**src/hw/rst_init_pkg.sv**
```systemverilog
/*
 * Constants shared by the reset-state initialiser and its watchdog/time-base
 * counter: register offsets, field positions, reset values, timing and states.
 * Assumes a 100 MHz system clock.
 */
package rst_init_pkg;

    localparam int unsigned CLK_MHZ = 100;

    // register byte offsets on the Avalon-MM slave
    localparam logic [7:0] OFS_STATUS = 8'h00;
    localparam logic [7:0] OFS_RST_CODE = 8'h04;
    localparam logic [7:0] OFS_EVT_STAT = 8'h08;
    localparam logic [7:0] OFS_EVT_CLR = 8'h0c;
    localparam logic [7:0] OFS_EVT_EN = 8'h10;

    // status register fields
    localparam int unsigned BIT_TIMEOUT = 0;
    localparam int unsigned BIT_POWER_DOWN = 1;
    localparam int unsigned BIT_SLEEP = 2;
    localparam int unsigned BIT_HOLD = 3;

    // event bits (status, clear and enable share this layout)
    localparam int unsigned EVT_W = 4;
    localparam int unsigned EVT_LVR = 0;
    localparam int unsigned EVT_WDT_RUN = 1;
    localparam int unsigned EVT_WDT_SLEEP = 2;
    localparam int unsigned EVT_SW = 3;

    // software reset control code: two patterns mean no operation
    localparam logic [7:0] CODE_POR = 8'h55;
    localparam logic [7:0] CODE_ALT = 8'haa;

    // stack pointer value at the top of the stack
    localparam logic [4:0] SP_TOP = 5'h00;

    // delay before a bad control code resets the device
    localparam int unsigned SRESET_NS = 1000;
    localparam int unsigned SRESET_CYC = (SRESET_NS * CLK_MHZ) / 1000;
    // core hold time after any reset
    localparam int unsigned HOLD_NS = 100;
    localparam int unsigned HOLD_CYC = (HOLD_NS * CLK_MHZ + 999) / 1000;
    localparam int unsigned CNT_W = 16;

    localparam int unsigned WDT_CYC_DEF = 65536;
    localparam int unsigned TB_CYC_DEF = 1024;

    typedef enum logic [1:0] {
        S_RUN = 2'b00,
        S_SW_WAIT = 2'b01,
        S_HOLD = 2'b11
    } state_t;

    typedef enum logic [2:0] {
        K_POR = 3'h0,
        K_LVR = 3'h1,
        K_WDT_RUN = 3'h2,
        K_WDT_SLEEP = 3'h3,
        K_SW = 3'h4
    } reset_kind_t;

endpackage

```
**src/hw/wdt_ctl_if.sv**
```systemverilog
/*
 * Signals between the reset sequencer and the watchdog/time-base counter.
 * Assumes both ends run on the same clock.
 */
interface wdt_ctl_if;
    logic clear;
    logic kick;
    logic timeout;
    logic tb_tick;
    logic [15:0] wdt_count;

    modport seq (output clear, output kick, input timeout, input tb_tick, input wdt_count);
    modport cnt (input clear, input kick, output timeout, output tb_tick, output wdt_count);
endinterface

```
**src/hw/reset_state_initialiser.sv**
```systemverilog
/*
 * Reset-state initialiser: picks the reset kind, keeps the timeout and
 * power-down flags, holds the core and issues the initial-condition strobes.
 * Assumes a 100 MHz clock, an Avalon-MM master with waitrequest, and a core
 * that reports idle/sleep on sleep_mode from the same clock domain.
 */
// Decided for this implementation: the address map and the Avalon-MM register port.
// Summary of operation
// - a watchdog timeout in idle or sleep zeroes pc and sp, sets the timeout and power-down flags, keeps the rest.
// - the timeout and power-down flags live in the status register and clear on power-on.
// - a low-voltage reset in fast or slow mode leaves both flags as they were.
// - a watchdog timeout in fast or slow mode sets the timeout flag and keeps power-down.
// - a watchdog timeout in idle or sleep sets both the timeout and power-down flags.
// - after power-on every interrupt source is disabled.
// - after power-on the watchdog and time bases are cleared and the watchdog counts at once.
// - after power-on every timer module is switched off.
// - after power-on every port pin is an input.
// - after power-on the pc is zero and the sp points to the top of the stack.
// - peripheral registers take power-on values except on a sleep watchdog timeout.
// - a watchdog timeout in normal operation acts like a low-voltage reset plus the flag.
// - a control code other than the two valid patterns resets the device after a delay.
module reset_state_initialiser #(
    parameter int unsigned WDT_CYC = rst_init_pkg::WDT_CYC_DEF,
    parameter int unsigned TB_CYC = rst_init_pkg::TB_CYC_DEF,
    parameter int unsigned SRESET_CYC = rst_init_pkg::SRESET_CYC
) (
    input wire logic clk, // system clock, 100 MHz
    input wire logic arst_n, // power-on reset, active low, asynchronous
    input wire logic low_voltage_reset, // supply-low detector output, asynchronous level
    input wire logic sleep_mode, // core is in idle or sleep
    input wire logic wdt_kick, // core clears the watchdog
    input wire logic [7:0] address, // avalon byte address
    input wire logic read, // avalon read
    input wire logic write, // avalon write
    input wire logic [3:0] byteenable, // avalon byte enables
    input wire logic [31:0] writedata, // avalon write data
    output logic [31:0] readdata, // avalon read data
    output logic waitrequest, // avalon wait
    output logic irq, // level interrupt
    output logic core_hold, // core held in reset
    output logic pc_clear, // load program counter with zero
    output logic sp_load, // load stack pointer with sp_value
    output logic [4:0] sp_value, // stack pointer initial value
    output logic periph_init, // peripheral registers to power-on values
    output logic int_disable, // clear all interrupt enables
    output logic timers_off, // switch every timer module off
    output logic ports_input, // set every port pin to input
    output logic watchdog_timeout_flag, // timeout flag
    output logic power_down_flag // power-down flag
);
    logic rst_s1_ff;
    logic rst_n;
    logic lvr_s1_ff;
    logic lvr_s2_ff;
    logic lvr_q_ff;
    logic lvr_evt;
    logic wdt_run_evt;
    logic wdt_sleep_evt;
    logic code_bad;
    logic start;
    rst_init_pkg::reset_kind_t nxt_kind;
    rst_init_pkg::state_t state_ff;
    rst_init_pkg::reset_kind_t kind_ff;
    logic [31:0] cnt_ff;
    logic to_ff;
    logic pdf_ff;
    logic [7:0] code_ff;
    logic full_ff;
    logic strobe_ff;
    logic [rst_init_pkg::EVT_W-1:0] evt_stat_ff;
    logic [rst_init_pkg::EVT_W-1:0] evt_en_ff;
    logic [rst_init_pkg::EVT_W-1:0] evt_set;
    logic ack_ff;
    logic [31:0] rdata_ff;
    logic wr_go;
    logic rd_go;

    wdt_ctl_if wdt_bus ();

    wdt_timebase #(
        .WDT_CYC(WDT_CYC),
        .TB_CYC(TB_CYC)
    ) u_wdt (
        .clk(clk),
        .rst_n(rst_n),
        .ctl(wdt_bus)
    );

    function automatic logic code_valid(input logic [7:0] c);
        return (c == rst_init_pkg::CODE_POR) || (c == rst_init_pkg::CODE_ALT);
    endfunction

    // reset released through two flops so every flop leaves reset on one edge
    always_ff @(posedge clk or negedge arst_n) begin
        if (!arst_n) begin
            rst_s1_ff <= 1'b0;
            rst_n <= 1'b0;
        end else begin
            rst_s1_ff <= 1'b1;
            rst_n <= rst_s1_ff;
        end
    end

    always_ff @(posedge clk or negedge rst_n) begin
        if (!rst_n) begin
            lvr_s1_ff <= 1'b0;
            lvr_s2_ff <= 1'b0;
            lvr_q_ff <= 1'b0;
        end else begin
            lvr_s1_ff <= low_voltage_reset;
            lvr_s2_ff <= lvr_s1_ff;
            lvr_q_ff <= lvr_s2_ff;
        end
    end

    // the low-voltage detector is off in idle and sleep
    assign lvr_evt = lvr_s2_ff && !lvr_q_ff && !sleep_mode;
    assign wdt_run_evt = wdt_bus.timeout && !sleep_mode;
    assign wdt_sleep_evt = wdt_bus.timeout && sleep_mode;
    assign code_bad = !code_valid(code_ff);
    assign start = (state_ff != rst_init_pkg::S_HOLD) &&
        (lvr_evt || wdt_bus.timeout ||
        (state_ff == rst_init_pkg::S_SW_WAIT && cnt_ff == 32'h0000_0000));

    // low voltage outranks the watchdog; the software delay comes last
    always_comb begin
        if (lvr_evt) begin
            nxt_kind = rst_init_pkg::K_LVR;
        end else if (wdt_sleep_evt) begin
            nxt_kind = rst_init_pkg::K_WDT_SLEEP;
        end else if (wdt_run_evt) begin
            nxt_kind = rst_init_pkg::K_WDT_RUN;
        end else begin
            nxt_kind = rst_init_pkg::K_SW;
        end
    end

    always_ff @(posedge clk or negedge rst_n) begin
        if (!rst_n) begin
            state_ff <= rst_init_pkg::S_HOLD;
            kind_ff <= rst_init_pkg::K_POR;
            cnt_ff <= 32'(rst_init_pkg::HOLD_CYC - 1);
        end else begin
            unique case (state_ff)
                rst_init_pkg::S_RUN: begin
                    if (start) begin
                        state_ff <= rst_init_pkg::S_HOLD;
                        kind_ff <= nxt_kind;
                        cnt_ff <= 32'(rst_init_pkg::HOLD_CYC - 1);
                    end else if (code_bad) begin
                        state_ff <= rst_init_pkg::S_SW_WAIT;
                        cnt_ff <= 32'(SRESET_CYC - 1);
                    end
                end
                rst_init_pkg::S_SW_WAIT: begin
                    if (start) begin
                        state_ff <= rst_init_pkg::S_HOLD;
                        kind_ff <= nxt_kind;
                        cnt_ff <= 32'(rst_init_pkg::HOLD_CYC - 1);
                    end else begin
                        cnt_ff <= cnt_ff - 32'h0000_0001;
                    end
                end
                rst_init_pkg::S_HOLD: begin
                    if (cnt_ff == 32'h0000_0000) begin
                        state_ff <= rst_init_pkg::S_RUN;
                    end else begin
                        cnt_ff <= cnt_ff - 32'h0000_0001;
                    end
                end
                default: begin
                    state_ff <= rst_init_pkg::S_HOLD;
                    kind_ff <= rst_init_pkg::K_POR;
                    cnt_ff <= 32'(rst_init_pkg::HOLD_CYC - 1);
                end
            endcase
        end
    end

    always_ff @(posedge clk or negedge rst_n) begin
        if (!rst_n) begin
            to_ff <= 1'b0;
            pdf_ff <= 1'b0;
        end else if (start && wdt_sleep_evt && !lvr_evt) begin
            to_ff <= 1'b1;
            pdf_ff <= 1'b1;
        end else if (start && wdt_run_evt && !lvr_evt) begin
            to_ff <= 1'b1;
        end
        // low-voltage and software resets keep both flags
    end

    // strobes stand high through power-on reset and for one cycle after other starts; full_ff stays low after a sleep timeout
    always_ff @(posedge clk or negedge rst_n) begin
        if (!rst_n) begin
            strobe_ff <= 1'b1;
            full_ff <= 1'b1;
        end else begin
            strobe_ff <= start;
            full_ff <= start && (nxt_kind != rst_init_pkg::K_WDT_SLEEP);
        end
    end

    // a sleep timeout keeps the control code; every other reset restores it
    always_ff @(posedge clk or negedge rst_n) begin
        if (!rst_n) begin
            code_ff <= rst_init_pkg::CODE_POR;
        end else if (start && nxt_kind != rst_init_pkg::K_WDT_SLEEP) begin
            code_ff <= rst_init_pkg::CODE_POR;
        end else if (wr_go && address == rst_init_pkg::OFS_RST_CODE && byteenable[0]) begin
            code_ff <= writedata[7:0];
        end
    end

    assign evt_set[rst_init_pkg::EVT_LVR] = start && nxt_kind == rst_init_pkg::K_LVR;
    assign evt_set[rst_init_pkg::EVT_WDT_RUN] = start && nxt_kind == rst_init_pkg::K_WDT_RUN;
    assign evt_set[rst_init_pkg::EVT_WDT_SLEEP] = start && nxt_kind == rst_init_pkg::K_WDT_SLEEP;
    assign evt_set[rst_init_pkg::EVT_SW] = start && nxt_kind == rst_init_pkg::K_SW;

    // a new event wins over a clear in the same cycle
    always_ff @(posedge clk or negedge rst_n) begin
        if (!rst_n) begin
            evt_stat_ff <= 4'h0;
        end else if (wr_go && address == rst_init_pkg::OFS_EVT_CLR && byteenable[0]) begin
            evt_stat_ff <= (evt_stat_ff & ~writedata[rst_init_pkg::EVT_W-1:0]) | evt_set;
        end else begin
            evt_stat_ff <= evt_stat_ff | evt_set;
        end
    end

    always_ff @(posedge clk or negedge rst_n) begin
        if (!rst_n) begin
            evt_en_ff <= 4'h0;
        end else if (wr_go && address == rst_init_pkg::OFS_EVT_EN && byteenable[0]) begin
            evt_en_ff <= writedata[rst_init_pkg::EVT_W-1:0];
        end
    end

    // one wait cycle per access: request seen, acknowledged on the next edge
    assign wr_go = write && ack_ff;
    assign rd_go = read && ack_ff;
    assign waitrequest = (read || write) && !ack_ff;

    always_ff @(posedge clk or negedge rst_n) begin
        if (!rst_n) begin
            ack_ff <= 1'b0;
        end else begin
            ack_ff <= (read || write) && !ack_ff;
        end
    end

    always_ff @(posedge clk or negedge rst_n) begin
        if (!rst_n) begin
            rdata_ff <= 32'h0000_0000;
        end else if (read && !ack_ff) begin
            unique case (address)
                rst_init_pkg::OFS_STATUS: begin
                    rdata_ff <= {28'h000_0000, state_ff == rst_init_pkg::S_HOLD,
                        sleep_mode, pdf_ff, to_ff};
                end
                rst_init_pkg::OFS_RST_CODE: begin
                    rdata_ff <= {24'h00_0000, code_ff};
                end
                rst_init_pkg::OFS_EVT_STAT: begin
                    rdata_ff <= {28'h000_0000, evt_stat_ff};
                end
                rst_init_pkg::OFS_EVT_EN: begin
                    rdata_ff <= {28'h000_0000, evt_en_ff};
                end
                default: begin
                    rdata_ff <= 32'h0000_0000;
                end
            endcase
        end
    end

    assign readdata = rd_go ? rdata_ff : 32'h0000_0000;
    assign irq = |(evt_stat_ff & evt_en_ff);

    // watchdog restarts with every reset so it counts from zero at once
    assign wdt_bus.clear = strobe_ff;
    assign wdt_bus.kick = wdt_kick && !core_hold;

    assign core_hold = (state_ff == rst_init_pkg::S_HOLD);
    assign pc_clear = strobe_ff;
    assign sp_load = strobe_ff;
    assign sp_value = rst_init_pkg::SP_TOP;
    assign periph_init = full_ff;
    assign int_disable = full_ff;
    assign timers_off = full_ff;
    assign ports_input = full_ff;
    assign watchdog_timeout_flag = to_ff;
    assign power_down_flag = pdf_ff;
endmodule

```
**src/hw/wdt_timebase.sv**
```systemverilog
/*
 * Watchdog counter and time-base counter. Both are cleared by the sequencer
 * and start counting on the next edge. Assumes an active-low reset that asserts asynchronously and releases on an edge.
 */
module wdt_timebase #(
    parameter int unsigned WDT_CYC = 65536,
    parameter int unsigned TB_CYC = 1024
) (
    input wire logic clk, // system clock
    input wire logic rst_n, // synchronised reset, active low
    wdt_ctl_if.cnt ctl // clear, kick and timeout
);
    logic [31:0] wdt_ff;
    logic [31:0] tb_ff;
    logic timeout_ff;
    logic tick_ff;

    always_ff @(posedge clk or negedge rst_n) begin
        if (!rst_n) begin
            wdt_ff <= 32'h0000_0000;
            timeout_ff <= 1'b0;
        end else if (ctl.clear || ctl.kick) begin
            wdt_ff <= 32'h0000_0000;
            timeout_ff <= 1'b0;
        end else if (wdt_ff == 32'(WDT_CYC - 1)) begin
            wdt_ff <= 32'h0000_0000;
            timeout_ff <= 1'b1;
        end else begin
            wdt_ff <= wdt_ff + 32'h0000_0001;
            timeout_ff <= 1'b0;
        end
    end

    always_ff @(posedge clk or negedge rst_n) begin
        if (!rst_n) begin
            tb_ff <= 32'h0000_0000;
            tick_ff <= 1'b0;
        end else if (ctl.clear) begin
            tb_ff <= 32'h0000_0000;
            tick_ff <= 1'b0;
        end else if (tb_ff == 32'(TB_CYC - 1)) begin
            tb_ff <= 32'h0000_0000;
            tick_ff <= 1'b1;
        end else begin
            tb_ff <= tb_ff + 32'h0000_0001;
            tick_ff <= 1'b0;
        end
    end

    assign ctl.timeout = timeout_ff;
    assign ctl.tb_tick = tick_ff;
    assign ctl.wdt_count = wdt_ff[15:0];
endmodule

```
**config.mk**
```make
export PLATFORM = sky130hd
export DESIGN_NAME = reset_state_initialiser
export DESIGN_NICKNAME = d
export VERILOG_FILES = /design/src/hw/rst_init_pkg.sv /design/src/hw/wdt_ctl_if.sv /design/src/hw/reset_state_initialiser.sv /design/src/hw/wdt_timebase.sv
export SDC_FILE = /design/constraint.sdc
export NUM_CORES = 1
export LEC_CHECK = 0
export BUFFER_PORTS_ARGS = -buffer_cell sky130_fd_sc_hd__buf_4
export CORE_MARGIN = 1.5
export CORE_UTILIZATION = 59
export DETAILED_ROUTE_END_ITERATION = 8
export HOLD_SLACK_MARGIN = 0.1
export PLACE_DENSITY_LB_ADDON = 0.12
export SYNTH_ARGS = -nofsm -noshare
export SYNTH_HDL_FRONTEND = slang
export SYNTH_SLANG_ARGS = --single-unit
export TNS_END_PERCENT = 50
```
**constraint.sdc**
```tcl
create_clock -name clk -period 7.25 [get_ports clk]
set_clock_uncertainty 0.05 [all_clocks]
set_input_delay 0.725 -clock clk [delete_from_list [all_inputs] [get_ports clk]]
set_output_delay 0.725 -clock clk [all_outputs]
set_load 0.1 [all_outputs]
```
=== Word-level counts from Yosys, hierarchy flattened ===
Index checks and enable logic that the tools add are counted.

* Bits of input ports: 51
* ROM bits: 0
* Memories: 0
* Bits in latches: 0
* Bits in writable memories: 0
* Register bits after elaboration: 125

* Divide/modulo/power cells: 0
* Bitwise gates (word level): 5
* Shift-type cells: 0
* Reduce and logical (&&, ||, !) cells: 44
* Add/sub/neg operators: 2
* Magnitude comparators: 0
* Mux-type cells: 24
* $mul: 0
* Eq/ne operators: 19

{| class="wikitable"
|+ Operators by type and width
! kind !! count
|-
| 32-bit 2-to-1 mux || 7
|-
| 32-bit one-hot mux with 3 select lines || 1
|-
| 32-bit by 1-bit adder with 32-bit output (second input constant) || 1
|-
| 32-bit by 16-bit == test with 1-bit output (second input constant) || 1
|-
| 32-bit zero test || 1
|-
| 8-bit one-hot mux with 4 select lines || 1
|-
| 32-bit by 1-bit subtractor with 32-bit output (second input constant) || 1
|-
| 1-bit logical AND || 26
|-
| 8-bit by 4-bit == test with 1-bit output (second input constant) || 2
|-
| 8-bit 2-to-1 mux || 2
|-
| 3-bit 2-to-1 mux || 3
|-
| 4-bit bitwise AND || 2
|-
| 8-bit by 3-bit == test with 1-bit output (second input constant) || 1
|-
| 8-bit by 5-bit == test with 1-bit output (second input constant) || 1
|-
| 8-bit by 7-bit == test with 1-bit output (second input constant) || 1
|-
| 8-bit == test (second input constant) || 1
|-
| 8-bit zero test || 1
|-
| 2-bit 2-to-1 mux || 4
|-
| 4-bit bitwise OR || 2
|-
| 3-bit by 2-bit == test with 1-bit output (second input constant) || 2
|-
| 2-bit != test (second input constant) || 3
|-
| 2-bit one-hot mux with 3 select lines || 1
|-
| 1-bit zero test || 5
|-
| 1-bit logical OR || 5
|-
| 15 further kinds || 19
|}

=== Depth between registers and ports, before layout ===
Gate-level depths: netlist of the first run.

* Depth in word-level cells: 10
* Mapped depth: 9

=== Modules after synthesis ===
From an unflattened synthesis of the first run, not the netlist that was laid out.

* Cells, all modules: 790
* Area, all modules: 7367.1 µm²

{| class="wikitable"
|+ Modules (own cells, without submodules)
! module !! area each (µm²) !! sequential area each (µm²) !! cells each !! times used
|-
| reset_state_initialiser || 3739.8 || 1714.1 || 400 || 1
|-
| wdt_timebase || 3627.2 || 1651.6 || 390 || 1
|}

=== Worst setup path after synthesis of the first run ===
OpenSTA, ideal clock, no wires.

* Kind: input to output
* From: in read
* To: out waitrequest
* Path buffers: 1
* Data arrival time: 2.258 ns
* Stages on the path: 3
* Slack: 4.217 ns
* Required time: 6.475 ns
* Path through: clkbuf_1 > nor2_1 > nor2_1

* Word-level cells in the longest chain between the ends: 2

{| class="wikitable"
|+ RTL lines
! what !! line !! text
|-
| from (decl) || reset_state_initialiser.sv:33 || <nowiki>input wire logic read,</nowiki>
|-
| 1-bit logical OR || reset_state_initialiser.sv:242 || <nowiki>assign waitrequest = (read || write) && !ack_ff;</nowiki>
|-
| 1-bit logical AND || reset_state_initialiser.sv:242 ||
|-
| to (decl) || reset_state_initialiser.sv:38 || <nowiki>output logic waitrequest,</nowiki>
|}

No other way between the ends.

=== Worst setup path after layout of the first run ===
* From: reg cnt_ff[1]
* To: reg cnt_ff[26]

* Word-level cells in the longest chain between the ends: 6
* Elaborated cells between the ends (all ways): 12
* Those cells by class: 1 x add/sub; 2 x eq/ne; 4 x mux; 5 x reduce/logical

{| class="wikitable"
|+ RTL lines
! what !! line !! text
|-
| from (decl) || reset_state_initialiser.sv:64 || <nowiki>logic [31:0] cnt_ff;</nowiki>
|-
| from (signal assigned) || reset_state_initialiser.sv:142 || <nowiki>cnt_ff <= 32'(rst_init_pkg::HOLD_CYC - 1);</nowiki>
|-
| from (signal assigned) || reset_state_initialiser.sv:149 || <nowiki>cnt_ff <= 32'(rst_init_pkg::HOLD_CYC - 1);</nowiki>
|-
| from (signal assigned) || reset_state_initialiser.sv:152 || <nowiki>cnt_ff <= 32'(SRESET_CYC - 1);</nowiki>
|-
| branches (longest 6 deep; another with 32-bit by 1-bit subtractor with 32-bit output) || -- ||
|}

Parallel ways; which one is timed is not known. The select of a mux whose other input is x is not followed.
A chain may end at the register's enable or synchronous reset.

==> flow_summary.json, run 1 <==
{
  "synth.distinct_cells": 55,
  "path_buf_inv": 1,
  "track_usage_pct": 23.0,
  "synth_ff_type": "dfrtp_1",
  "syn_inst": 579,
  "r2r_start": "cnt_ff[1]",
  "clk_pin_slew_ps": 100,
  "hold_viol_final": 0,
  "clkLatencyLatePin_ps": 370,
  "fillers": 751,
  "timing.rr.end": "cnt_ff[26]",
  "initial_utilization_pct": 61.0,
  "power_density_mw_per_mm2": 281,
  "rsz0062_at_grt": "no",
  "synth_top_cell_by_area": "dfrtp_1",
  "vdd_drop_max_v": 0.000135,
  "fin_nets": 664,
  "max_freq_mhz": 324,
  "crit_family": "simple AND/OR/NAND/NOR gates",
  "synth-edff-count": 0,
  "fin_crit_ps": 3090,
  "cpPeakStageDelay_ps": 690,
  "cap_violations": 0,
  "postRouteAntennaNets": 0,
  "leakage_nw": 2.74,
  "worstMarginPinSlew_ps": 1020,
  "dr.pass1.iters": 5,
  "cp-start-kind": "flop",
  "drtIter0Drc": 221,
  "cp_max_fo": 10,
  "async_reset_ff_share_pct": 100,
  "reg2regPathDepth": 7,
  "power_w": 0.00163,
  "timing.setup.critical_path_class": "reg2reg",
  "syn-cell-area_mm2": 0.00534,
  "synth_area_leaders": "dfrtp_1, nor2_1, dfstp_2, buf_4, nand2_1",
  "num_vias": 4194,
  "reg2reg_slack_ps": 4160,
  "seq_area_frac_synth_pct": 47.5,
  "drc": 0,
  "cts.htree.levels": 3,
  "final_core_util_pct": 66.3,
  "antenna_found_initial": 0,
  "grt_pass1_wl_um": 18300,
  "synth_top_area_share_pct": 42.6,
  "end_kind": "flop",
  "relSlewSlack_pct": 31.3,
  "die_x_um": 98.2,
  "gp_congestion": 0.832,
  "syn2layout_area_growth_pct": 8.74,
  "syn_avg_cell_area_um2": 9.23,
  "clock-root-buffer": "clkbuf_8",
  "ys_ff_latch": 101,
  "grt.overflow.total": 0,
  "ctsLongestPathBuffers": 2,
  "cts_tree": "built",
  "fin_tns_setup_ps": 0,
  "port_buffers": 42,
  "coreArea_mm2": 0.00876,
  "fp.dieH_um": 98.2,
  "min_path_type": "reg2async",
  "arrival_ps": 3340,
  "routed_wl_um": 10700,
  "setup_viol_count_final": 0,
  "dieArea_mm2": 0.00964,
  "post_cts_resized": 0,
  "num_rows": 34,
  "first_global_vias": 4038,
  "yosysWarnings": 0,
  "clock-sinks": 101,
  "grt_max_degree": 54,
  "drv_slew": 0,
  "finalCritPeriodShare_pct": 42.6,
  "crit_path_cell_trace": "inv_1, ha_1, nor3b_1, or4b_1, or4_4, or4_1, a21oi_1",
  "hpwl_um": 7520,
  "wl_per_cell_um": 14.8,
  "cts_buffers": 9,
  "via_per_inst": 5.80,
  "n_antenna_cell": 0,
  "drive_above_1_share_pct": 13.7,
  "crit_path_top_delay_cell": "or4b_1",
  "num_io_pins": 99,
  "crit_required_ps": 7500,
  "status": "completed"
}
[where the power goes]
part	switching [W]	internal (W)	total, W
Sequential	0.000126	0.000673	0.000799
Clock	0.000203	0.000151	0.000354
Combinational	0.000300	0.000178	0.000478
Total	0.000629	0.00100	0.00163
[per-layer routing]
layer | part of all wire, % | track usage (%)
met5 | 0 | 0
met2 | 50 | 38.7
met3 | 4.9 | 4.01
met4 | 1.4 | 8.23
met1 | 44 | 30.3
[state kept, by name, indices dropped and copies added (netlist names)]
signal,cells
ack_ff,1
cnt_ff,32
code_ff,8
evt_en_ff,4
evt_stat_ff,4
int_disable,1
lvr_q_ff,1
lvr_s1_ff,1
lvr_s2_ff,1
pc_clear,1
power_down_flag,1
rdata_ff,8
rst_n,1
rst_s1_ff,1
state_ff,2
u_wdt.ctl.timeout,1
u_wdt.wdt_ff,32
watchdog_timeout_flag,1
[cell usage after synthesis, drive strengths merged (3+ instances only)]
library cell and n:
nor4b 3, xnor2 21, inv 8, nand2 57, and3 14, or3 15, o41ai 3, dfstp 10
nand3 33, a21oi 27, nor3 17, nand2b 3, buf 37, nand4 11, a21o 4, and2 4
o21ai 21, ha 3, or4 15, a31oi 6, mux2 5, dfrtp 91, a22o 5, nor2 72
clkbuf 18, nor4 17, and4 6, xor2 22
[metrics by stage]
step / instance area (um^2) / hold WS [ps] / cells / worst slack, ps
finish: 5810 / 276 / 723 / 4160
global route: 5810 / 317 / 723 / 3900
CTS: 5810 / 300 / 723 / 4170
detailed placement: 5600 / 286 / 706 / 4070
global placement: 5600 / 283 / 706 / 4130
floorplan: 5450 / 281 / 607 / 4200
[worst max-delay path by stage]
stage,cells past startpoint,slack (ps),endpoint,from
3_3_place_gp,8,4130,cnt_ff[26],sleep_mode
6_report,7,4160,cnt_ff[26],cnt_ff[1]
4_1_cts,7,4170,cnt_ff[26],cnt_ff[1]
2_1_floorplan,0,4200,ack_ff,rst_n
5_1_grt,7,3900,cnt_ff[26],cnt_ff[1]
3_5_place_dp,8,4070,cnt_ff[26],sleep_mode
[placed cells by master, fill, tap and decap left out, types with 6 or more instances in the layout]
cell type	count
nand3_1	33
xnor2_1	21
a31oi_1	6
nor3_1	17
nor2_1	72
or3_1	15
and4_1	6
nand2_1	57
nor4_1	17
or4_1	13
nand4_1	11
conb_1	30
buf_4	46
o21ai_0	17
a21oi_1	27
inv_1	8
dfstp_2	10
clkbuf_8	11
dfrtp_1	90
and3_1	14
xor2_1	22
[repair_timing]
| action | CTS | global route |
|---|---|---|
| buffers inserted | 0 | 0 |
| endpoints found under the hold margin | 2 | 0 |
| hold buffers | 1 | 0 |
[cells by family (layout without fill, tap and decap cells)]
logic type	Yosys count	count (layout)	synth area share [%]
simple gates	279	279	26.8
flops	101	101	47.5
compound gates	82	82	9.60
buf+inv	63	71	6.91
xor+xnor	43	43	7.05
mux	5	5	1.05
fa+ha+maj	4	4	0.890
other cells	2	30	0.141
[final cells by class]
class	count	area (um^2)	share of cell area, %
clock buffers	11	151	2.61
clock inverters	5	50.0	0.862
inverters	8	30.0	0.517
multi-input cells	443	2540	43.8
flip-flops and latches	101	2540	43.8
well taps	108	135	2.33
repair buffers	47	355	6.12
(Power assumes the default switching activity.)
==> run 2, diff against run 1 <==
Settings changed: ABC_AREA set to 1, CORE_UTILIZATION 59 to 52.
Clock period 7.25 ns to 2.5 ns, I/O delays scaled along.
==> flow_summary.json, run 2 <==
{
  "ctsLongestPathBuffers": 2,
  "num_io_pins": 99,
  "antenna_found_initial": 0,
  "hpwl_um": 10400,
  "clkLatencyLatePin_ps": 350,
  "async_reset_ff_share_pct": 100,
  "r2r_start": "code_ff[4]",
  "syn-cell-area_mm2": 0.00620,
  "crit_path_cell_trace": "nand2_1, nor3_1, nand2_1, o21ai_0, nand2_2, nand2_4, inv_4, buf_4, nand2_1, nand2_1, nand2_1, nor2_4",
  "worstHoldStart": "writedata[4]",
  "die_x_um": 112,
  "ys_ff_latch": 101,
  "seq_area_frac_synth_pct": 40.9,
  "dr.pass1.iters": 7,
  "dieArea_mm2": 0.0126,
  "timing.rr.end": "cnt_ff[16]",
  "comb_power_share_pct": 40.6,
  "postRouteAntennaNets": 0,
  "hold_buffers": 2,
  "clock-sinks": 101,
  "min_path_type": "in2reg",
  "synth_ff_type": "dfrtp_1",
  "place_ws_ps": 386,
  "track_usage_pct": 22.8,
  "wl_per_cell_um": 13.2,
  "grt_max_degree": 45,
  "drive_above_1_share_pct": 15.4,
  "fin_tns_setup_ps": 0,
  "worstMarginPinSlew_ps": 822,
  "mostFrequentLayoutCells": "nand2_1, nor2_1, inv_1, dfrtp_1",
  "cts.htree.levels": 3,
  "power_frac_clock_pct": 21.6,
  "n_antenna_cell": 0,
  "drv_slew": 0,
  "p_switching_w": 0.00257,
  "cp_max_fo": 22,
  "syn2layout_area_growth_pct": 10.5,
  "largestRegisters": "cnt_ff x32, u_wdt.wdt_ff x32",
  "grt_pass1_wl_um": 23400,
  "fin_crit_ps": 2160,
  "arrival_ps": 2350,
  "cpMostUsedCell": "nand2_1",
  "coreArea_mm2": 0.0115,
  "max_freq_mhz": 462,
  "fillers": 1077,
  "postCtsSetupBuffers": 0,
  "synth_top_cell_by_area": "dfrtp_1",
  "gp_congestion": 0.948,
  "power_density_mw_per_mm2": 862,
  "synth-edff-count": 0,
  "setup_viol_count_final": 0,
  "synth_area_leaders": "dfrtp_1, nand2_1, nor2_1, inv_1, dfstp_2",
  "worstHoldEndpoint": "code_ff[4]",
  "synth_most_common_cell": "nand2_1",
  "status": "completed",
  "ys_top_cells_by_count": "nand2_1, nor2_1, inv_1, dfrtp_1, nand3_1",
  "num_vias": 5274,
  "crit_required_ps": 2690,
  "cts_tree": "built",
  "port_buffers": 42,
  "first_global_vias": 5017,
  "crit_path_top_delay_cell": "dfstp_2",
  "syn_avg_cell_area_um2": 7.42,
  "synth.distinct_cells": 44,
  "cts_buffers": 9,
  "routed_wl_um": 13600,
  "fin_ws_ps": 335,
  "cap_violations": 0,
  "fp.dieH_um": 112,
  "leakage_nw": 3.35,
  "drc": 0,
  "power.internal_w": 0.00334,
  "initial_utilization_pct": 53.9,
  "syn_inst": 836,
  "vdd_drop_max_v": 0.000405,
  "reg2regPathDepth": 12,
  "relSlewSlack_pct": 45.0,
  "drtIter0Drc": 435,
  "num_rows": 39,
  "hold_viol_final": 0,
  "final_common_cell": "nand2_1",
  "timing.setup.critical_path_class": "reg2reg",
  "grt.overflow.total": 0,
  "cpPeakStageDelay_ps": 550,
  "rsz0062_at_grt": "no",
  "switching_share_pct": 43.4,
  "end_kind": "flop",
  "post_cts_resized": 0,
  "reg2reg_slack_ps": 340,
  "yosysWarnings": 0,
  "holdPathStages": 3,
  "clk_pin_slew_ps": 60,
  "via_per_inst": 5.11,
  "clock-root-buffer": "clkbuf_16",
  "synth_top_area_share_pct": 36.7,
  "finalCritPeriodShare_pct": 86.6,
  "fin_nets": 938,
  "seq_power_share_pct": 37.9,
  "cp-start-kind": "flop"
}
[run 2: metrics by stage]
step / total power (W) / cell area [um^2] / hold WS [ps] / std cells / utilization (%)
after global routing: 0.00636 / 6860 / 138 / 1032 / 59.5
after global placement: 0.00459 / 6570 / -17.5 / 1014 / 57.0
after CTS: 0.00594 / 6860 / 119 / 1032 / 59.5
final: 0.00591 / 6860 / 126 / 1032 / 59.5
after detailed placement: 0.00464 / 6570 / -14.8 / 1014 / 57.0
after floorplan: 0.00417 / 6310 / -95.6 / 864 / -
[run 2: per-layer routing]
layer / wire (um) / global-route usage (%)
met1: 6590 / 32.3
met2: 6180 / 36.5
met3: 640 / 3.67
met4: 175 / 6.75
met5: 0 / 0
[run 2: cells by family after synthesis]
kind of cell | after synthesis | share of synthesized area, %
flip-flops | 101 | 40.9
AND/OR/NAND/NOR | 501 | 37.4
multiplexers | 3 | 0.524
other | 2 | 0.121
AO/OA/AOI/OAI | 58 | 5.36
XOR/XNOR | 24 | 3.39
adder cells (fa/ha/maj) | 3 | 0.605
buffers and inverters | 144 | 11.6
[run 2: power by group through the flow]
stage | Clock (W) | Sequential (W) | Combinational, W
after global placement | 0 | 0.00225 | 0.00234
after CTS | 0.00131 | 0.00223 | 0.00239
after global routing | 0.00138 | 0.00228 | 0.00270
after floorplan | 0 | 0.00221 | 0.00196
final | 0.00128 | 0.00224 | 0.00240
after detailed placement | 0 | 0.00226 | 0.00237
[run 2: critical path, delay by kind of cell (launching register included)]
kind	cells	cell delay (ps)
flops	1	550
buf+inv	2	270
simple gates	9	1020
compound gates	1	150
[run 2: area by class of cell]
| type | count | area, um^2 | share of cell area, % |
|---|---|---|---|
| inverters | 101 | 384 | 5.60 |
| clock inverters | 5 | 35.0 | 0.511 |
| flip-flops and latches | 101 | 2540 | 37.1 |
| repair buffers | 52 | 433 | 6.32 |
| clock buffers | 11 | 233 | 3.39 |
| multi-input cells | 619 | 3050 | 44.5 |
| well taps | 143 | 179 | 2.61 |
[run 2: worst max path at each step]
stage | from | end | cells past startpoint
after detailed placement | code_ff[6] | cnt_ff[29] | 12
after CTS | state_ff[0] | core_hold | 4
after global placement | cnt_ff[0] | cnt_ff[11] | 14
after global routing | code_ff[6] | cnt_ff[29] | 12
final | code_ff[4] | cnt_ff[16] | 12
after floorplan | evt_en_ff[1] | irq | 2
